File: src/include/osd_pkg.sv
// package: constants and carriers for the output delay and relay polarity block
package osd_pkg;
   // ------------------------------------------------------------
   // timing
   // ------------------------------------------------------------
   localparam int CLK_HZ = 25000000;          // MCLK rate
   localparam int TENTH_S_NS = 100000000;     // one delay step, 0.1 s, in ns
   localparam int CLK_PERIOD_NS = 40;         // MCLK period in ns
   localparam int TICK_CYCLES_DFLT = TENTH_S_NS / CLK_PERIOD_NS; // cycles per 0.1 s step
   localparam int DLY_W = 10;                 // delay field width, tenths of a second
   localparam logic [DLY_W-1:0] DLY_MAX = 10'h3e8; // 100.0 s in tenths
   localparam logic [DLY_W-1:0] DLY_RST = 10'h000; // 0.0 s default
   // ------------------------------------------------------------
   // function codes
   // ------------------------------------------------------------
   localparam int FN_W = 4;                   // function select width
   localparam int FN_NUM = 9;                 // selectable functions
   localparam logic [FN_W-1:0] FN_RUN = 4'h0;   // run indication
   localparam logic [FN_W-1:0] FN_ALARM = 4'h5; // alarm, relay default
   localparam logic RELAY_POL_NORM_OPEN = 1'b0;   // coil off while signal off
   localparam logic RELAY_POL_NORM_CLOSED = 1'b1; // coil on while signal off
   localparam logic RELAY_POL_RST = RELAY_POL_NORM_CLOSED;
   localparam int NOUT = 3;                   // terminal 11, terminal 12, relay
   localparam int IDX_A = 0;
   localparam int IDX_B = 1;
   localparam int IDX_RLY = 2;
   // per-output delay pair
   typedef struct packed {
      logic [DLY_W-1:0] on_dly;   // off-to-on delay, tenths
      logic [DLY_W-1:0] off_dly;  // on-to-off delay, tenths
   } osd_dly_t;
   // delay timer state
   typedef enum logic [1:0] {
      ST_OFF = 2'b00,
      ST_ON_WAIT = 2'b01,
      ST_ON = 2'b10,
      ST_OFF_WAIT = 2'b11
   } osd_state_t;
endpackage

File: src/logic/osd_top.sv
// output signal on/off delays, relay source select and coil polarity
`timescale 1ns/10ps
//
// Contract
// - relay source: any of nine functions, alarm default
// - polarity 0 coil off, 1 coil on when off
// - polarity defaults to coil energized when off
// - source code zero routes run indication
// - alarm assignable to terminal 11 or 12
// - each output has own on and off delay
// - delays in 0.1 s steps, max 100.0 s
// - six delays default 0.0, zero passes through
// - output asserts after source on for delay
// - output drops after source off for delay
// - both delays: leading and trailing edges delayed
// - delays apply whatever function is assigned
// - run indication follows run versus stop mode
// - open collector terminals are active low
module osd_top #(
   parameter int TICK_CYCLES = osd_pkg::TICK_CYCLES_DFLT  // cycles per 0.1 s step
) (
   input wire logic MCLK,
   input wire logic RESET_N,
   input wire logic [osd_pkg::FN_NUM-1:0] FUNC_IN,   // function signals, bit 0 from RUN_MODE
   input wire logic RUN_MODE,                         // drive in run mode
   input wire logic [osd_pkg::FN_W-1:0] OUT_A_FUNC_SEL,
   input wire logic [osd_pkg::FN_W-1:0] OUT_B_FUNC_SEL,
   input wire logic [osd_pkg::FN_W-1:0] RELAY_SOURCE_SELECT,
   input wire logic RELAY_COIL_POLARITY,
   input wire logic LOAD_DEFAULTS,                    // restore default settings
   input wire logic CFG_WE,                           // load selects and delays
   input wire osd_pkg::osd_dly_t OUT_A_DLY,
   input wire osd_pkg::osd_dly_t OUT_B_DLY,
   input wire osd_pkg::osd_dly_t RELAY_DLY,
   output logic OUT_A_N,            // terminal 11, low pulls to ground
   output logic OUT_B_N,            // terminal 12, low pulls to ground
   output logic RELAY_COIL,         // coil energized
   output logic [osd_pkg::NOUT-1:0] OUT_STATE  // delayed signals, before polarity
);
   import osd_pkg::*;

   // ------------------------------------------------------------
   // reset release
   // ------------------------------------------------------------
   logic [1:0] rst_sync_r;  // two-stage release
   logic rst_n;             // synchronised reset
   always_ff @(posedge MCLK or negedge RESET_N) begin
      if (!RESET_N) begin
         rst_sync_r <= 2'b00;
      end else begin
         rst_sync_r <= {rst_sync_r[0], 1'b1};
      end
   end
   assign rst_n = rst_sync_r[1];

   // ------------------------------------------------------------
   // configuration registers
   // ------------------------------------------------------------
   logic [FN_W-1:0] sel_r [NOUT];   // function select per output
   logic [FN_W-1:0] sel_nxt [NOUT];
   osd_dly_t dly_r [NOUT];          // delay pair per output
   osd_dly_t dly_nxt [NOUT];
   logic pol_r;                     // relay coil polarity
   logic pol_nxt;
   osd_dly_t dly_in [NOUT];
   logic [FN_W-1:0] sel_in [NOUT];
   assign dly_in[IDX_A] = OUT_A_DLY;
   assign dly_in[IDX_B] = OUT_B_DLY;
   assign dly_in[IDX_RLY] = RELAY_DLY;
   assign sel_in[IDX_A] = OUT_A_FUNC_SEL;
   assign sel_in[IDX_B] = OUT_B_FUNC_SEL;
   assign sel_in[IDX_RLY] = RELAY_SOURCE_SELECT;

   // clamp a delay to 100.0 s; values above the range are not accepted as such
   function automatic logic [DLY_W-1:0] clamp_dly(input logic [DLY_W-1:0] d);
      clamp_dly = (d > DLY_MAX) ? DLY_MAX : d;
   endfunction

   // next configuration; defaults give relay alarm and zero delays
   always_comb begin
      pol_nxt = pol_r;
      for (int i = 0; i < NOUT; i++) begin
         sel_nxt[i] = sel_r[i];
         dly_nxt[i] = dly_r[i];
         if (LOAD_DEFAULTS) begin
            sel_nxt[i] = (i == IDX_RLY) ? FN_ALARM : FN_RUN;
            dly_nxt[i] = '{on_dly: DLY_RST, off_dly: DLY_RST};
         end else if (CFG_WE) begin
            // out-of-range codes are ignored, any of nine accepted
            if (sel_in[i] < FN_W'(FN_NUM)) begin
               sel_nxt[i] = sel_in[i];
            end
            dly_nxt[i].on_dly = clamp_dly(dly_in[i].on_dly);
            dly_nxt[i].off_dly = clamp_dly(dly_in[i].off_dly);
         end
      end
      if (LOAD_DEFAULTS) begin
         pol_nxt = RELAY_POL_RST;
      end else if (CFG_WE) begin
         pol_nxt = RELAY_COIL_POLARITY;
      end
   end

   // register configuration
   always_ff @(posedge MCLK or negedge rst_n) begin
      if (!rst_n) begin
         pol_r <= RELAY_POL_RST;
         for (int i = 0; i < NOUT; i++) begin
            sel_r[i] <= (i == IDX_RLY) ? FN_ALARM : FN_RUN;
            dly_r[i] <= '{on_dly: DLY_RST, off_dly: DLY_RST};
         end
      end else begin
         pol_r <= pol_nxt;
         for (int i = 0; i < NOUT; i++) begin
            sel_r[i] <= sel_nxt[i];
            dly_r[i] <= dly_nxt[i];
         end
      end
   end

   // ------------------------------------------------------------
   // 0.1 s step divider
   // ------------------------------------------------------------
   logic [31:0] div_r;   // divider count
   logic [31:0] div_nxt;
   logic tick;           // one-cycle pulse each 0.1 s
   assign tick = (div_r == 32'(TICK_CYCLES - 1));
   always_comb begin
      div_nxt = tick ? 32'h0 : div_r + 32'h1;
   end
   always_ff @(posedge MCLK or negedge rst_n) begin
      if (!rst_n) begin
         div_r <= 32'h0;
      end else begin
         div_r <= div_nxt;
      end
   end

   // ------------------------------------------------------------
   // function inputs: run from mode, all synchronised
   // ------------------------------------------------------------
   // functions come from elsewhere in the drive; sync keeps them glitch free
   logic [FN_NUM-1:0] fs1_r, fs2_r, fs3_r;  // three-stage chains
   logic [FN_NUM-1:0] fn_r, fn_nxt;         // accepted function levels
   logic [FN_NUM-1:0] fn_raw;
   assign fn_raw = {FUNC_IN[FN_NUM-1:1], RUN_MODE};
   always_comb begin
      for (int i = 0; i < FN_NUM; i++) begin
         fn_nxt[i] = (fs2_r[i] == fs3_r[i]) ? fs3_r[i] : fn_r[i];
      end
   end
   always_ff @(posedge MCLK or negedge rst_n) begin
      if (!rst_n) begin
         fs1_r <= '0;
         fs2_r <= '0;
         fs3_r <= '0;
         fn_r <= '0;
      end else begin
         fs1_r <= fn_raw;
         fs2_r <= fs1_r;
         fs3_r <= fs2_r;
         fn_r <= fn_nxt;
      end
   end

   // ------------------------------------------------------------
   // per-output delay timers
   // ------------------------------------------------------------
   logic [NOUT-1:0] src;      // selected source per output
   logic [NOUT-1:0] dout_r;   // delayed output level
   genvar g;
   generate
      for (g = 0; g < NOUT; g++) begin : g_out
         osd_state_t st_r, st_nxt;           // timer state
         logic [DLY_W-1:0] cnt_r, cnt_nxt;   // elapsed tenths
         logic q_nxt;
         // any function may feed any output, delays apply regardless
         assign src[g] = fn_r[sel_r[g]];
         always_comb begin
            st_nxt = st_r;
            cnt_nxt = cnt_r;
            q_nxt = dout_r[g];
            case (st_r)
               ST_OFF: begin
                  if (src[g]) begin
                     if (dly_r[g].on_dly == DLY_RST) begin
                        st_nxt = ST_ON;
                        q_nxt = 1'b1;
                     end else begin
                        st_nxt = ST_ON_WAIT;
                        cnt_nxt = '0;
                     end
                  end
               end
               ST_ON_WAIT: begin
                  if (!src[g]) begin
                     st_nxt = ST_OFF;
                     cnt_nxt = '0;
                  end else if (tick) begin
                     if (cnt_r + 10'h1 >= dly_r[g].on_dly) begin
                        st_nxt = ST_ON;
                        q_nxt = 1'b1;
                     end else begin
                        cnt_nxt = cnt_r + 10'h1;
                     end
                  end
               end
               ST_ON: begin
                  if (!src[g]) begin
                     if (dly_r[g].off_dly == DLY_RST) begin
                        st_nxt = ST_OFF;
                        q_nxt = 1'b0;
                     end else begin
                        st_nxt = ST_OFF_WAIT;
                        cnt_nxt = '0;
                     end
                  end
               end
               ST_OFF_WAIT: begin
                  if (src[g]) begin
                     st_nxt = ST_ON;
                     cnt_nxt = '0;
                  end else if (tick) begin
                     if (cnt_r + 10'h1 >= dly_r[g].off_dly) begin
                        st_nxt = ST_OFF;
                        q_nxt = 1'b0;
                     end else begin
                        cnt_nxt = cnt_r + 10'h1;
                     end
                  end
               end
               default: begin
                  st_nxt = ST_OFF;
                  q_nxt = 1'b0;
               end
            endcase
         end
         always_ff @(posedge MCLK or negedge rst_n) begin
            if (!rst_n) begin
               st_r <= ST_OFF;
               cnt_r <= '0;
               dout_r[g] <= 1'b0;
            end else begin
               st_r <= st_nxt;
               cnt_r <= cnt_nxt;
               dout_r[g] <= q_nxt;
            end
         end
         // a waiting timer moves the output only on the tick that ends it, never on a revert
         property p_hold_while_wait;
            @(posedge MCLK) disable iff (!rst_n)
            ((st_r == ST_ON_WAIT) && (!src[g] || !tick))
            || ((st_r == ST_OFF_WAIT) && (src[g] || !tick)) |=> $stable(dout_r[g]);
         endproperty
         a_hold_while_wait: assert property (p_hold_while_wait)
            else $error("output moved while a delay was pending");
      end
   endgenerate

   // ------------------------------------------------------------
   // pins
   // ------------------------------------------------------------
   // coil level: signal xor polarity; polarity 1 energizes while signal off
   always_ff @(posedge MCLK or negedge rst_n) begin
      if (!rst_n) begin
         OUT_A_N <= 1'b1;
         OUT_B_N <= 1'b1;
         RELAY_COIL <= RELAY_POL_RST;
         OUT_STATE <= '0;
      end else begin
         OUT_A_N <= ~dout_r[IDX_A];
         OUT_B_N <= ~dout_r[IDX_B];
         RELAY_COIL <= dout_r[IDX_RLY] ^ pol_r;
         OUT_STATE <= dout_r;
      end
   end

   // ------------------------------------------------------------
   // checks
   // ------------------------------------------------------------
   property p_pin_low_active;
      @(posedge MCLK) disable iff (!rst_n)
      1'b1 |=> (OUT_A_N == ~$past(dout_r[IDX_A]));
   endproperty
   a_pin_low_active: assert property (p_pin_low_active)
      else $error("terminal 11 not active low");

   property p_coil_pol;
      @(posedge MCLK) disable iff (!rst_n)
      1'b1 |=> (RELAY_COIL == ($past(dout_r[IDX_RLY]) ^ $past(pol_r)));
   endproperty
   a_coil_pol: assert property (p_coil_pol)
      else $error("relay coil level wrong for polarity");

   property p_defaults;
      @(posedge MCLK) disable iff (!rst_n)
      LOAD_DEFAULTS |=> (sel_r[IDX_RLY] == FN_ALARM && pol_r == RELAY_POL_NORM_CLOSED
                         && dly_r[IDX_RLY].on_dly == DLY_RST);
   endproperty
   a_defaults: assert property (p_defaults)
      else $error("defaults not restored");

   property p_dly_range;
      @(posedge MCLK) disable iff (!rst_n)
      dly_r[IDX_A].on_dly <= DLY_MAX && dly_r[IDX_B].off_dly <= DLY_MAX;
   endproperty
   a_dly_range: assert property (p_dly_range)
      else $error("delay above 100.0 s");

   property p_zero_pass;
      @(posedge MCLK) disable iff (!rst_n)
      (dly_r[IDX_A].on_dly == DLY_RST && src[IDX_A] && !dout_r[IDX_A]
       && g_out[IDX_A].st_r == ST_OFF
       && !LOAD_DEFAULTS && !CFG_WE) |=> dout_r[IDX_A];
   endproperty
   a_zero_pass: assert property (p_zero_pass)
      else $error("zero on delay did not pass through");

   property p_on_needs_src;
      @(posedge MCLK) disable iff (!rst_n)
      $rose(dout_r[IDX_B]) |-> $past(src[IDX_B]);
   endproperty
   a_on_needs_src: assert property (p_on_needs_src)
      else $error("output rose without source on");

   property p_off_needs_src;
      @(posedge MCLK) disable iff (!rst_n)
      $fell(dout_r[IDX_RLY]) |-> !$past(src[IDX_RLY]);
   endproperty
   a_off_needs_src: assert property (p_off_needs_src)
      else $error("output fell while source on");

   property p_run_route;
      @(posedge MCLK) disable iff (!rst_n)
      (sel_r[IDX_RLY] == FN_RUN) |-> (src[IDX_RLY] == fn_r[0]);
   endproperty
   a_run_route: assert property (p_run_route)
      else $error("run not routed to relay");
endmodule

File: config.mk
export PLATFORM = sky130hd
export DESIGN_NAME = osd_top
export DESIGN_NICKNAME = d
export VERILOG_FILES = /design/src/include/osd_pkg.sv /design/src/logic/osd_top.sv
export SDC_FILE = /design/constraint.sdc
export NUM_CORES = 1
export LEC_CHECK = 0
export ABC_CLOCK_PERIOD_IN_PS = 10400
export BUFFER_PORTS_ARGS = -buffer_cell sky130_fd_sc_hd__buf_2
export CAP_MARGIN = 20
export CELL_PAD_IN_SITES_DETAIL_PLACEMENT = 1
export CELL_PAD_IN_SITES_GLOBAL_PLACEMENT = 2
export CORE_AREA = 4 4 161 163
export CTS_CLUSTER_DIAMETER = 200
export DETAILED_ROUTE_END_ITERATION = 10
export DIE_AREA = 0 0 165 167
export HOLD_SLACK_MARGIN = 0.05
export PLACE_DENSITY = 0.92
export SLEW_MARGIN = 20
export SYNTH_ARGS = -nofsm -noshare
export SYNTH_HDL_FRONTEND = slang
export SYNTH_SLANG_ARGS = --single-unit
File: constraint.sdc
create_clock -name MCLK -period 10.4 [get_ports MCLK]
set_clock_uncertainty 0.1 [all_clocks]
set_input_delay 1.56 -clock MCLK [delete_from_list [all_inputs] [get_ports MCLK]]
set_output_delay 1.56 -clock MCLK [all_outputs]
set_load 0.05 [all_outputs]
* Yosys cells after proc, flatten, opt, wreduce, memory -nomap -nowiden *
Index checks and enable logic that the tools add are counted.

cells by class
  $add $sub $neg = 4
  $lt $le $gt $ge = 18
  equality and inequality tests = 73
  multiplexer cells = 129
  bitwise operators = 3
  reduce and logical (&&, ||, !) cells = 25

operators with widths
  kind                   number
  $mux 10                36
  $mux 20                6
  $pmux 10 s4            3
  $ne 2x2->1 const B     36
  $ge 10x10->1           6
  $gt 10x10->1 const B   6
  $logic_not 10->1       6
  $mux 2                 30
  $ne 3x3->1 const B     18
  $mux 4                 9
  $mux 1                 35
  $add 32x1->32 const B  1
  $eq 32x22->1 const B   1
  $mux 32                1
  $add 10x1->10 const B  3
  $reduce_and 10->1      3
  $pmux 2 s4             3
  $reduce_and 8->1       3
  $reduce_and 6->1       3
  $lt 4x5->1 const B     3
  $bmux 1 s4             3
  $eq 2x2->1 const B     6
  $lt 4x4->1 const B     3
  $pmux 1 s4             3
  other kinds (7)        25

storage, ports and cells
  flip-flop bits (word level) = 188
  bits of input ports = 87
  output and inout bits = 6
  logic and storage cells = 289

* Depth between registers and ports, before layout *
Gate-level depths: netlist of the first run.

  word-level depth = 6
  depth in mapped cells = 15

* Worst setup path before layout of the first run *
No wires, ideal clock.

  path kind = register -> register
  start = register g_out[0].cnt_r[0]
  end = register g_out[0].cnt_r[3]
  setup time = 128 ps
  data arrival time = 2908 ps
  required time = 10172 ps
  slack = 7265 ps
  stages on the path, launching flop included = 15
  path buffers = 1
  clock period less this slack = 3135 ps
  cell sequence = dfrtp_1 -> ha_1 -> nand3_1 -> nor2_1 -> nand3_1 -> xnor2_1 -> ha_1 -> and4_1 -> nand3_1 -> nor3_1 -> nor3_1 -> a211o_1 -> a31oi_2 -> buf_2 -> o21ai_0

on the way
  word-level cells in the longest chain between the ends = 5
  elaborated cells between the ends (all ways) = 13
  classes of those cells = add/sub: 1; order compare: 2; eq/ne: 2; mux: 7; reduce/logical: 1

RTL lines
  element                                                               line            RTL
  start: declaration                                                    osd_top.sv:175  logic [DLY_W-1:0] cnt_r, cnt_nxt;
  start signal: assignment                                              osd_top.sv:245  cnt_r <= cnt_nxt;
  $add 10x1->10 (*)                                                     n/a
  parallel branches: the longest is 4 deep, another holds $ge 10x10->1  n/a

Every way passes the cells marked *. The select of a mux whose other input is x is not followed.
A chain may end at the register's enable or synchronous reset.

* Worst setup path in the final report of the first run *
  start = register g_out[0].cnt_r[0]
  end = register g_out[0].cnt_r[2]

The elaborated chain is that of the path after synthesis.

==> impl_results.rst, run 1 <==
.. list-table::
   :header-rows: 1

   * - Metric
     - Value
   * - Number of buffers and inverters on the critical path
     - 0
   * - Final setup violating endpoints
     - 0
   * - Post-synth top area share
     - roughly 45%
   * - Total congestion overflow after global routing
     - 0
   * - Diode insertion count for antenna repair
     - 0
   * - Routability Congestion
     - 0.7928
   * - Worst supply voltage drop on vdd
     - ~0.000094 V
   * - Portion of the post-synthesis area used by sequential elements
     - a little under half
   * - Clock sink count
     - 188
   * - Finished Core Util
     - between 40% and 50%
   * - Clock slew at reported path FFs
     - around 0.09 ns
   * - First-pass GRT wire length
     - roughly 44000 um
   * - Initial antenna violation count
     - 0
   * - Leakage power of the design
     - 5.370 nW
   * - Total GRT Usage
     - between 15 and 20%
   * - Site row count
     - 57
   * - Worst Hold Class
     - flop to flop
   * - Synth Register Bits
     - about 190
   * - Relative slew slack
     - a little under two fifths
   * - Number of synthesized flops with an enable pin
     - 0
   * - Setup TNS after final layout
     - 0 ns
   * - Count of input and output buffers
     - just over 90
   * - Vias in the first global route
     - between 8000 and 9000
   * - Core Box Area
     - between 20000 and 25000 um2
   * - Critical path's largest stage delay
     - a little over 0.6 ns
   * - Synth Area per Inst
     - about 10 um2
   * - # DRC
     - 0
   * - Slowest cell on crit path
     - sky130_fd_sc_hd__a31oi_2
   * - Clock root buffer
     - sky130_fd_sc_hd__clkbuf_16
   * - Cells after Synth
     - roughly 1000
   * - Worst EP arrival
     - 4.33 ns
   * - Number of H-tree branching levels
     - 4
   * - Count of pins on the block boundary
     - 93
   * - Chain of cells forming the critical path
     - ha_1 > nand3_1 > nor2_1 > nand3_1 > xnor2_1 > ha_1 > and4_1 > nand3_1 > nor3_1 > nor3_1 > a211o_1 > a31oi_2 > o21ai_0 > o21ai_0
   * - Leading post-synthesis cells by instance count
     - sky130_fd_sc_hd__dfrtp_1 (182), sky130_fd_sc_hd__nor2_1 (102), sky130_fd_sc_hd__inv_1 (80)
   * - Cell taking the most area after synthesis
     - sky130_fd_sc_hd__dfrtp_1
   * - Worst Setup End Kind
     - flop
   * - TritonCTS buffer count
     - 17
   * - Worst EP required
     - 10.65 ns
   * - Placed cells
     - about 1400
   * - Number of distinct library cells after synthesis
     - 71
   * - Insertion delay of the later-clocked pin in the worst-skew pair
     - 0.44 ns
   * - Shortest period the worst path allows
     - 4.081 ns
   * - Maximum clock path buffer count
     - 2
   * - Actual slew at the worst max-slew pin
     - 0.9388 ns
   * - Residual antenna-violating net count after detailed routing
     - 0
   * - Maximum operating frequency
     - around 250 MHz
   * - Final Hold Violating Endpoints
     - 0
   * - Synthesized area
     - about 10000 um2
   * - Most area-consuming cells after synthesis
     - sky130_fd_sc_hd__dfrtp_1 (45%), sky130_fd_sc_hd__ha_1 (7.9%), sky130_fd_sc_hd__mux2i_1 (4.6%)
   * - Status
     - finished, final reports clean
   * - Crit-path max FO
     - 15
   * - Drt pass-1 iters
     - 4
   * - Fraction of final layout cells sized beyond drive strength 1
     - ~14%
   * - Critical path start-end classification
     - flop to flop
   * - # hold bufs at CTS
     - 0
   * - Die Wd
     - ~170 um
   * - Most Frequent Cell on Critical Path
     - sky130_fd_sc_hd__nand3_1
   * - Number of max-slew violations in the final report
     - 0
   * - Vertical extent of the die
     - 167 um
   * - Crit path launch type
     - flop
   * - Post-detailed-routing wire length
     - between 20000 and 30000 um
   * - Initial core utilization
     - around two fifths
   * - Power density over cell area
     - 168.1 nW/um2
   * - Post-CTS setup-driven buffer insertion count
     - 0
   * - Total vias in the final route
     - ~7800
   * - Hold path cells
     - 0
   * - Vias per cell
     - about 5.5
   * - Growth of design area from synthesis to finish
     - 14.19%
   * - Pre-CTS worst setup slack
     - ~6.4 ns
   * - Count of maximum capacitance violations
     - 0
   * - FFs w/ async S/R, synth
     - 100.0%
   * - CTS tree
     - done
   * - Largest net degree at the start of global routing
     - between 80 and 90
   * - Post-route worst setup slack
     - approximately 6.3 ns
   * - Number of instances resized during post-cts repair
     - 0
   * - Commonest register cell after synthesis
     - sky130_fd_sc_hd__dfrtp_1
   * - Drt wl/cell
     - approximately 18 um
   * - DIE AREA
     - between 20000 and 30000 um2
   * - Final Net Count
     - approximately 1300
   * - Fin cells
     - 1439
   * - Yosys warnings
     - 0
   * - Reg2reg setup slack
     - between 6 and 7 ns
   * - Detailed placer's ending HPWL
     - roughly 19000 um
   * - Initial drt markers
     - 380
   * - RSZ-0062 raised after global routing
     - no
   * - WP depth
     - 14
   * - Most frequent cell after synthesis
     - sky130_fd_sc_hd__dfrtp_1
   * - Number of cells on the worst reg-to-reg path
     - 14
   * - Final cycle utilization of the critical path
     - a little under 40%
   * - Hold_ws
     - 0.2541 ns
   * - Post-Syn Nets
     - around 1200
   * - Crit-path leading delay family
     - simple AND/OR/NAND/NOR gates
-- sequential cells by signal, summed over array words and instances, names as in the netlist --
| register | flops |
|---|---|
| OUT_A_N | 1 |
| OUT_B_N | 1 |
| OUT_STATE | 3 |
| RELAY_COIL | 1 |
| div_r | 32 |
| dly_r | 60 |
| dout_r | 3 |
| fn_r | 9 |
| fs1_r | 9 |
| fs2_r | 9 |
| fs3_r | 9 |
| g_out.cnt_r | 30 |
| g_out.st_r | 6 |
| pol_r | 1 |
| rst_sync_r | 2 |
| sel_r | 12 |
-- routing by layer --
| layer | wire length, um | GRT usage (%) | vias up |
|---|---|---|---|
| li1 | - | - | 3780 |
| met4 | 317 | 4.304 | 0 |
| met2 | 12740 | 32.49 | 116 |
| met1 | 12180 | 26.49 | 3928 |
| met3 | 917 | 3.188 | 24 |
| met5 | 0 | 0 | - |
-- layout make-up --
type	instances	area, um2
inverter	80	300.3
multi-input combinational	717	4977
tap	324	405.4
clock buffer	17	425.4
fill	2771	12780
timing repair buffer	98	511.7
clock inverter	15	203.9
sequential	188	4716
-- path summary, 6_finish.rpt --
check | startpoint | endpoint
max | g_out[0].cnt_r[0] | g_out[0].cnt_r[2]
min | fs1_r[8] | fs2_r[8]
max reg2reg | g_out[0].cnt_r[0] | g_out[0].cnt_r[2]
min reg2reg | fs1_r[8] | fs2_r[8]
max in group asynchronous | rst_sync_r[1] | div_r[3]
min in group asynchronous | rst_sync_r[1] | fs1_r[6]
-- kinds of logic (layout without fill, tap and decap cells) --
family / after synthesis / after routing / share of synthesized area [%]
mux: 53 / 53 / 5.844
buf+inv: 108 / 210 / 4.123
xor+xnor: 57 / 57 / 4.940
compound gates: 179 / 179 / 11.84
other cells: 1 / 1 / 0.03711
flops: 188 / 188 / 46.63
fa+ha+maj: 73 / 73 / 8.815
simple gates: 354 / 354 / 17.78
-- stage by stage --
step	cell area [um2]	power, mW
5_1_grt	11540	2.049
3_5_place_dp	10910	1.267
6_report	11540	1.940
3_3_place_gp	10910	1.252
2_1_floorplan	10110	1.149
4_1_cts	11540	1.959
-- where the power goes --
part,internal [mW],switching [mW]
Clock,0.335,0.351
Sequential,0.781,0.0731
Combinational,0.157,0.244
-- cells in the final DEF (no fill, tap or decap), types with 6 or more instances in the layout --
master	count
sky130_fd_sc_hd__dfrtp_1	181
sky130_fd_sc_hd__nor2_1	102
sky130_fd_sc_hd__buf_2	91
sky130_fd_sc_hd__inv_1	80
sky130_fd_sc_hd__ha_1	64
sky130_fd_sc_hd__nand3_1	62
sky130_fd_sc_hd__nand2_1	51
sky130_fd_sc_hd__o21ai_0	46
sky130_fd_sc_hd__mux2i_1	46
sky130_fd_sc_hd__a21oi_1	43
sky130_fd_sc_hd__xnor2_1	34
sky130_fd_sc_hd__nand2b_1	31
sky130_fd_sc_hd__xor2_1	23
sky130_fd_sc_hd__a22o_1	21
sky130_fd_sc_hd__nor4_1	19
sky130_fd_sc_hd__and3_1	17
sky130_fd_sc_hd__clkbuf_16	17
sky130_fd_sc_hd__nand4_1	16
sky130_fd_sc_hd__nor3_1	16
sky130_fd_sc_hd__or3_1	9
sky130_fd_sc_hd__a21o_1	9
sky130_fd_sc_hd__maj3_1	9
sky130_fd_sc_hd__a211oi_1	8
sky130_fd_sc_hd__nor2b_1	7
sky130_fd_sc_hd__dfstp_2	6
sky130_fd_sc_hd__a31oi_1	6
sky130_fd_sc_hd__a22oi_1	6
sky130_fd_sc_hd__clkinv_8	6
sky130_fd_sc_hd__buf_4	6
Note: power is estimated with default switching activity, not from simulation.
==> run 2, diff against run 1 <==
--- a/config.mk
+++ b/config.mk
@@ -5,17 +5,18 @@
 export SDC_FILE = /design/constraint.sdc
 export NUM_CORES = 1
 export LEC_CHECK = 0
-export ABC_CLOCK_PERIOD_IN_PS = 10400
+export ABC_AREA = 1
+export ABC_CLOCK_PERIOD_IN_PS = 3400
 export BUFFER_PORTS_ARGS = -buffer_cell sky130_fd_sc_hd__buf_2
 export CAP_MARGIN = 20
 export CELL_PAD_IN_SITES_DETAIL_PLACEMENT = 1
 export CELL_PAD_IN_SITES_GLOBAL_PLACEMENT = 2
-export CORE_AREA = 4 4 161 163
+export CORE_AREA = 4 4 192 194
 export CTS_CLUSTER_DIAMETER = 200
 export DETAILED_ROUTE_END_ITERATION = 10
-export DIE_AREA = 0 0 165 167
+export DIE_AREA = 0 0 196 198
 export HOLD_SLACK_MARGIN = 0.05
-export PLACE_DENSITY = 0.92
+export PLACE_DENSITY = 0.83
 export SLEW_MARGIN = 20
 export SYNTH_ARGS = -nofsm -noshare
 export SYNTH_HDL_FRONTEND = slang
==> constraint.sdc (replaced) <==
create_clock -name MCLK -period 3.4 [get_ports MCLK]
set_clock_uncertainty 0.1 [all_clocks]
set_input_delay 0.51 -clock MCLK [delete_from_list [all_inputs] [get_ports MCLK]]
set_output_delay 0.51 -clock MCLK [all_outputs]
set_load 0.05 [all_outputs]
==> run 2 against run 1 <==
Net effect: register-to-register slack lost 5.9 ns; sequential share of layout area shrank 4.3 points; critical path depth grew 3; non-clock buffer count grew 12; combinational power grew to 4.8 times the previous value; synthesized cell count grew 42%; largest power group unchanged; total power grew to 3.4 times the previous value; routed wire length grew 19%; utilization shrank 11 points; flip-flop and latch count is the same; first-iteration DRC count grew 17%; critical path type unchanged; critical endpoint is now g_out[1].cnt_r[5]; worst hold slack lost 0.17 ns.
==> impl_results.rst, run 2 <==
.. list-table::
   :header-rows: 1

   * - Metric
     - Value
   * - Portion of the post-synthesis area used by sequential elements
     - between 40 and 50%
   * - Worst EP arrival
     - about 3.3 ns
   * - Setup TNS after final layout
     - 0 ns
   * - Yosys warnings
     - 0
   * - Most frequent cell after synthesis
     - sky130_fd_sc_hd__nand2_1
   * - CTS tree
     - done
   * - Post-detailed-routing wire length
     - about 31000 um
   * - Hold path startpoint
     - FUNC_IN[2]
   * - Fraction of final layout cells sized beyond drive strength 1
     - a little over an eighth
   * - Reg2reg setup slack
     - ~0.37 ns
   * - Die Wd
     - a little under 200 um
   * - Leading post-synthesis cells by instance count
     - sky130_fd_sc_hd__nand2_1 (345), sky130_fd_sc_hd__inv_1 (236), sky130_fd_sc_hd__dfrtp_1 (182)
   * - Total vias in the final route
     - 9779
   * - Final Hold Violating Endpoints
     - 0
   * - Number of max-slew violations in the final report
     - 0
   * - Total congestion overflow after global routing
     - 0
   * - Initial antenna violation count
     - 0
   * - Crit path launch type
     - flop
   * - Share of power burned in the clock network
     - 31.7%
   * - Final cycle utilization of the critical path
     - between 80% and 90%
   * - Highest-count cells in the layout ignoring fill and taps
     - sky130_fd_sc_hd__nand2_1 (345), sky130_fd_sc_hd__inv_1 (235), sky130_fd_sc_hd__dfrtp_1 (181)
   * - Vias per cell
     - between 4 and 5
   * - Actual slew at the worst max-slew pin
     - 0.6911 ns
   * - Hold_ws
     - between 0.07 and 0.08 ns
   * - Synthesized area
     - ~11000 um2
   * - TritonCTS buffer count
     - 17
   * - Leakage power of the design
     - between 6 and 7 nW
   * - Count of input and output buffers
     - 91
   * - DIE AREA
     - slightly below 40000 um2
   * - Crit-path max FO
     - 8
   * - Largest net degree at the start of global routing
     - between 70 and 80
   * - Clock root buffer
     - sky130_fd_sc_hd__clkbuf_16
   * - Initial drt markers
     - roughly 440
   * - Worst EP required
     - around 3.6 ns
   * - Drt pass-1 iters
     - 5
   * - Initial core utilization
     - a little under a third
   * - Most common cell after layout, fill and taps aside
     - sky130_fd_sc_hd__nand2_1
   * - Switching power total
     - between 2 and 2.5 mW
   * - Commonest register cell after synthesis
     - sky130_fd_sc_hd__dfrtp_1
   * - Total GRT Usage
     - 16.57%
   * - Registers with the highest flip-flop counts
     - dly_r (60), div_r (32), g_out.cnt_r (30)
   * - Hold path cells
     - 1
   * - Shortest period the worst path allows
     - between 3 and 4 ns
   * - Relative slew slack
     - between 50% and 60%
   * - FFs w/ async S/R, synth
     - 100.0%
   * - Post-CTS setup-driven buffer insertion count
     - 0
   * - Post-synth top area share
     - between 40% and 50%
   * - Residual antenna-violating net count after detailed routing
     - 0
   * - Synth Area per Inst
     - ~7.7 um2
   * - Number of synthesized flops with an enable pin
     - 0
   * - Worst supply voltage drop on vdd
     - ~0.00037 V
   * - Share of power burned in combinational logic
     - ~28%
   * - Hold path endpoint
     - fs1_r[2]
   * - Site row count
     - between 60 and 70
   * - RSZ-0062 raised after global routing
     - no
   * - Worst Setup End Kind
     - flop
   * - Max FFs per register
     - 60
   * - Core Box Area
     - 35220 um2
   * - Number of H-tree branching levels
     - 4
   * - Worst Hold Class
     - input pin to flop
   * - Status
     - finished, final reports clean
   * - Number of cells on the worst reg-to-reg path
     - 17
   * - Final setup violating endpoints
     - 0
   * - Clock sink count
     - about 190
   * - Drt wl/cell
     - 15.37 um
   * - Vertical extent of the die
     - ~200 um
   * - Worst r2r dst
     - g_out[1].cnt_r[5]
   * - Routability Congestion
     - ~0.81
   * - Maximum clock path buffer count
     - 2
   * - Clock slew at reported path FFs
     - roughly 0.080 ns
   * - Internal power component
     - 4.196 mW
   * - Maximum operating frequency
     - roughly 330 MHz
   * - Cell taking the most area after synthesis
     - sky130_fd_sc_hd__dfrtp_1
   * - Vias in the first global route
     - about 10000
   * - Most flops, register
     - dly_r
   * - Synth Register Bits
     - 188
   * - RR Startpoint
     - g_out[1].cnt_r[0]
   * - Cells after Synth
     - roughly 1400
   * - Detailed placer's ending HPWL
     - around 24000 um
   * - Final Net Count
     - about 1700
   * - Growth of design area from synthesis to finish
     - 15.43%
   * - Post-Syn Nets
     - roughly 1600
   * - Count of maximum capacitance violations
     - 0
   * - Most area-consuming cells after synthesis
     - sky130_fd_sc_hd__dfrtp_1 (41%), sky130_fd_sc_hd__nand2_1 (12%), sky130_fd_sc_hd__inv_1 (7.9%)
   * - Count of pins on the block boundary
     - 93
   * - Startpoint of the most critical setup path
     - g_out[1].cnt_r[0]
   * - Insertion delay of the later-clocked pin in the worst-skew pair
     - around 0.44 ns
   * - Net switching share of the total power
     - a little under two fifths
   * - Diode insertion count for antenna repair
     - 0
   * - Number of distinct library cells after synthesis
     - 44
   * - Power density over cell area
     - a little over 500 nW/um2
   * - # DRC
     - 0
   * - Critical path start-end classification
     - flop to flop
   * - First-pass GRT wire length
     - between 50000 and 60000 um
   * - Sequential share of power
     - 39.7%
[run 2: how the worst max path moves through the flow]
stage	endpoint	slack [ns]
2_1_floorplan	OUT_STATE[0]	0.20
3_3_place_gp	g_out[1].cnt_r[5]	0.42
3_5_place_dp	g_out[1].cnt_r[5]	0.31
4_1_cts	g_out[2].cnt_r[3]	0.29
5_1_grt	g_out[2].cnt_r[5]	0.02
6_report	g_out[1].cnt_r[5]	0.37
[run 2: repair_timing]
action / 4_1_cts / 5_1_grt
resized for setup: 0 / 4
endpoints found under the hold margin: 6 / 0
setup endpoints to repair: 0 / 17
hold buffers: 5 / 0
[run 2: logic make-up (layout without fill, tap and decap cells)]
group / count (synthesis) / count (layout) / share of synthesized area (%)
and+or+nand+nor: 676 / 676 / 26.65
adders and majority gates: 73 / 73 / 7.971
other: 1 / 1 / 0.03355
buffers and inverters: 274 / 390 / 9.572
xor gates and xnor gates: 39 / 39 / 3.056
AOI/OAI and AO/OA: 192 / 192 / 10.56
DFF: 188 / 188 / 42.16
[run 2: layout make-up]
type | count | area, um2
Clock inverter | 12 | 165.2
Clock buffer | 19 | 442.9
Inverter | 249 | 934.6
Tap cell | 461 | 576.8
Timing Repair Buffer | 110 | 648.1
Multi-Input combinational cell | 981 | 5416
Fill cell | 4360 | 22320
Sequential cell | 188 | 4716
[run 2: stage by stage]
stage | power [mW] | util (%) | setup WS (ns) | cell area, um2 | instances
3_3_place_gp | 4.539 | 34.71 | 0.4187 | 12230 | 1984
3_5_place_dp | 4.602 | 34.71 | 0.3116 | 12230 | 1984
6_report | 6.649 | 36.62 | 0.3747 | 12900 | 2020
4_1_cts | 6.746 | 36.58 | 0.2881 | 12880 | 2020
5_1_grt | 7.129 | 36.62 | 0.02493 | 12900 | 2020
2_1_floorplan | 4.053 | - | 0.2044 | 11180 | 1443
[run 2: per-layer routing]
metal	up-vias	share of wire (%)	GRT usage [%]
li1	4857	-	-
met1	4777	47	21.89
met2	119	48	28.37
met4	0	1.7	4.344
met5	-	0	0
met3	26	3.1	2.757
[run 2: power by group through the flow]
stage	clock network [mW]	logic, mW	registers, mW
after floorplan	0	1.30	2.75
after global placement	0	1.86	2.68
after detailed placement	0	1.91	2.69
after CTS	2.17	1.93	2.65
after global routing	2.28	2.17	2.68
final	2.11	1.90	2.64
[run 2: critical path: stages, from the launching register on]
cell and delay [ns]:
sky130_fd_sc_hd__dfrtp_1 0.45, sky130_fd_sc_hd__ha_1 0.22, sky130_fd_sc_hd__nand3_1 0.17, sky130_fd_sc_hd__nor3_2 0.17, sky130_fd_sc_hd__inv_1 0.07, sky130_fd_sc_hd__o21ai_0 0.13
sky130_fd_sc_hd__o21ai_0 0.10, sky130_fd_sc_hd__inv_1 0.13, sky130_fd_sc_hd__ha_1 0.25, sky130_fd_sc_hd__nand2_1 0.09, sky130_fd_sc_hd__a21oi_1 0.04, sky130_fd_sc_hd__nor2_1 0.14
sky130_fd_sc_hd__nand3_1 0.10, sky130_fd_sc_hd__nand4_1 0.10, sky130_fd_sc_hd__nand2_2 0.20, sky130_fd_sc_hd__buf_4 0.22, sky130_fd_sc_hd__o21bai_1 0.17, sky130_fd_sc_hd__nand2_1 0.08
==> run 3, diff against run 2 <==
--- a/config.mk
+++ b/config.mk
@@ -8,7 +8,7 @@
 export ABC_AREA = 1
 export ABC_CLOCK_PERIOD_IN_PS = 3400
 export BUFFER_PORTS_ARGS = -buffer_cell sky130_fd_sc_hd__buf_2
-export CAP_MARGIN = 20
+export CAP_MARGIN = 10
 export CELL_PAD_IN_SITES_DETAIL_PLACEMENT = 1
 export CELL_PAD_IN_SITES_GLOBAL_PLACEMENT = 2
 export CORE_AREA = 4 4 192 194
@@ -16,7 +16,7 @@
 export DETAILED_ROUTE_END_ITERATION = 10
 export DIE_AREA = 0 0 196 198
 export HOLD_SLACK_MARGIN = 0.05
-export PLACE_DENSITY = 0.83
+export PLACE_DENSITY = 0.8
 export SLEW_MARGIN = 20
 export SYNTH_ARGS = -nofsm -noshare
 export SYNTH_HDL_FRONTEND = slang
==> run 3 against run 2 <==
Net effect: maximum frequency decreased by 1.1%; largest power group unchanged; routed wire length grew 1.3%; sequential power about the same; total power increased by 1.1%; first-iteration DRC count is 24% lower; die area unchanged.
==> impl_results.rst, run 3 (same netlist as run 2, synthesis figures left out) <==
.. list-table::
   :header-rows: 1

   * - Metric
     - Value
   * - Initial core utilization
     - 31.73%
   * - Die Wd
     - a little under 200 um
   * - Actual slew at the worst max-slew pin
     - approximately 0.9 ns
   * - Routability Congestion
     - 0.8186
   * - Slowest cell on crit path
     - sky130_fd_sc_hd__dfrtp_1
   * - Post-detailed-routing wire length
     - 31440 um
   * - Worst Hold Class
     - input pin to flop
   * - Final cycle utilization of the critical path
     - 89.99%
   * - Post-CTS setup-driven buffer insertion count
     - 0
   * - Leakage power of the design
     - between 6 and 7 nW
   * - Chain of cells forming the critical path
     - ha_1 > nand3_1 > nor2_1 > nand3_1 > nor2_1 > xor2_1 > ha_1 > nand2_1 > a21oi_1 > nor2_1 > nand3_1 > nand4_1 > nand2_2 > buf_4 > o21bai_2 > nand2_1
   * - Total vias in the final route
     - around 9700
   * - DIE AREA
     - just under 40000 um2
   * - Initial drt markers
     - 337
   * - Status
     - finished, final reports clean
   * - Crit path launch type
     - flop
   * - Crit-path leading delay family
     - simple AND/OR/NAND/NOR gates
   * - Vias per cell
     - around 4.8
   * - Power density over cell area
     - 520.0 nW/um2
   * - Max FFs per register
     - 60
   * - # DRC
     - 0
   * - Maximum operating frequency
     - 326.8 MHz
   * - RSZ-0062 raised after global routing
     - no
   * - Growth of design area from synthesis to finish
     - 15.62%
   * - Critical path start-end classification
     - flop to flop
   * - Clock slew at reported path FFs
     - approximately 0.08 ns
   * - Vertical extent of the die
     - 198 um
   * - Largest net degree at the start of global routing
     - 50
   * - Placed cells
     - between 1500 and 2000
   * - Residual antenna-violating net count after detailed routing
     - 0
   * - Total GRT Usage
     - 16.75%
   * - Site row count
     - slightly below 70
   * - Maximum clock path buffer count
     - 2
   * - Crit-path max FO
     - 6
   * - Detailed placer's ending HPWL
     - between 20000 and 25000 um
   * - Number of H-tree branching levels
     - 4
   * - Drt wl/cell
     - ~16 um
   * - Relative slew slack
     - around two fifths
   * - Number of inserted filler cells in the final layout
     - 4349
   * - Initial antenna violation count
     - 0
   * - Vias in the first global route
     - roughly 10000
   * - Setup TNS after final layout
     - 0 ns
   * - Total congestion overflow after global routing
     - 0
   * - Number of buffers and inverters on the critical path
     - 1
   * - Most flops, register
     - dly_r
   * - Count of input and output buffers
     - roughly 90
   * - Highest-count cells in the layout ignoring fill and taps
     - sky130_fd_sc_hd__nand2_1 (345), sky130_fd_sc_hd__inv_1 (235), sky130_fd_sc_hd__dfrtp_1 (181)
   * - Final Hold Violating Endpoints
     - 0
   * - Final setup violating endpoints
     - 0
   * - Worst EP required
     - ~3.6 ns
   * - Registers with the highest flip-flop counts
     - dly_r (60), div_r (32), g_out.cnt_r (30)
   * - Worst EP arrival
     - between 3 and 4 ns
   * - Drt pass-1 iters
     - 4
   * - Worst supply voltage drop on vdd
     - 0.0003638 V
   * - CTS tree
     - done
   * - Count of pins on the block boundary
     - 93
   * - Most common cell after layout, fill and taps aside
     - sky130_fd_sc_hd__nand2_1
   * - Hold_ws
     - 0.07867 ns
   * - TritonCTS buffer count
     - 17
   * - Fraction of final layout cells sized beyond drive strength 1
     - 13.59%
   * - Shortest period the worst path allows
     - 3.060 ns
   * - First-pass GRT wire length
     - between 50000 and 60000 um
   * - Clock root buffer
     - sky130_fd_sc_hd__clkbuf_16
   * - Worst Setup End Kind
     - flop
   * - Critical path's largest stage delay
     - 0.38 ns
   * - Clock sink count
     - approximately 190
   * - Final Net Count
     - ~1700
   * - Count of maximum capacitance violations
     - 0
   * - Fin cells
     - roughly 2000
   * - Insertion delay of the later-clocked pin in the worst-skew pair
     - about 0.45 ns
   * - Number of max-slew violations in the final report
     - 0
   * - Diode insertion count for antenna repair
     - 0
   * - Core Box Area
     - 35220 um2
-- run 3: layer usage --
metal / share of wire [%] / routed length, um / global-route usage [%] / up-vias
met4: 1.5 / 487 / 4.370 / 0
met1: 48 / 15000 / 22.32 / 4765
li1: - / - / - / 4843
met2: 48 / 15240 / 28.88 / 110
met3: 2.3 / 716 / 2.229 / 23
met5: 0 / 0 / 0 / -
-- run 3: where the power goes --
part / switching [mW] / internal (mW)
logic: 1.34 / 0.562
registers: 0.186 / 2.45
clock network: 0.992 / 1.19
total: 2.52 / 4.20
-- run 3: worst register-to-register path: cells and delay by family, from the launching register on --
| kind | cells | cell delay (ns) |
|---|---|---|
| AND/OR/NAND/NOR | 10 | 1.22 |
| adder cells (fa/ha/maj) | 2 | 0.49 |
| flip-flops | 1 | 0.38 |
| XOR/XNOR | 1 | 0.35 |
| buffers and inverters | 1 | 0.22 |
| AO/OA/AOI/OAI | 2 | 0.18 |
-- run 3: path summary, 6_finish.rpt --
| path | start | end | slack [ns] | depth (start not counted) |
|---|---|---|---|---|
| max reg2reg | g_out[2].cnt_r[0] | g_out[2].cnt_r[9] | 0.34 | 16 |
| min in group asynchronous | rst_sync_r[1] | fs3_r[0] | 0.28 | 0 |
| max | g_out[2].cnt_r[0] | g_out[2].cnt_r[9] | 0.34 | 16 |
| min | FUNC_IN[3] | fs1_r[3] | 0.08 | 1 |
| min reg2reg | fs1_r[1] | fs2_r[1] | 0.25 | 0 |
| max in group asynchronous | rst_sync_r[1] | sel_r[2] | 2.15 | 1 |
-- run 3: cell type report --
class | instances | area (um2) | share of cell area [%]
Sequential cell | 188 | 4716 | 36.50
Inverter | 249 | 934.6 | 7.233
Multi-Input combinational cell | 982 | 5418 | 41.93
Tap cell | 461 | 576.8 | 4.464
Clock inverter | 15 | 197.7 | 1.530
Timing Repair Buffer | 109 | 653.1 | 5.055
Clock buffer | 17 | 425.4 | 3.292
-- run 3: repair_timing --
action,4_1_cts,5_1_grt
endpoints found under the hold margin,6,0
hold buffers,5,0
endpoints found under the setup margin,0,12
gates resized for setup,0,3
-- run 3: stage by stage --
| stage | instance area [um2] | total power, mW | utilization [%] | worst slack [ns] |
|---|---|---|---|---|
| final | 12920 | 6.720 | 36.68 | 0.3403 |
| after global routing | 12920 | 7.175 | 36.68 | 0.03569 |
| after CTS | 12900 | 6.809 | 36.64 | 0.2529 |
| after detailed placement | 12230 | 4.585 | 34.73 | 0.2729 |
| after global placement | 12230 | 4.544 | 34.73 | 0.3533 |
| after floorplan | 11180 | 4.053 | - | 0.2044 |
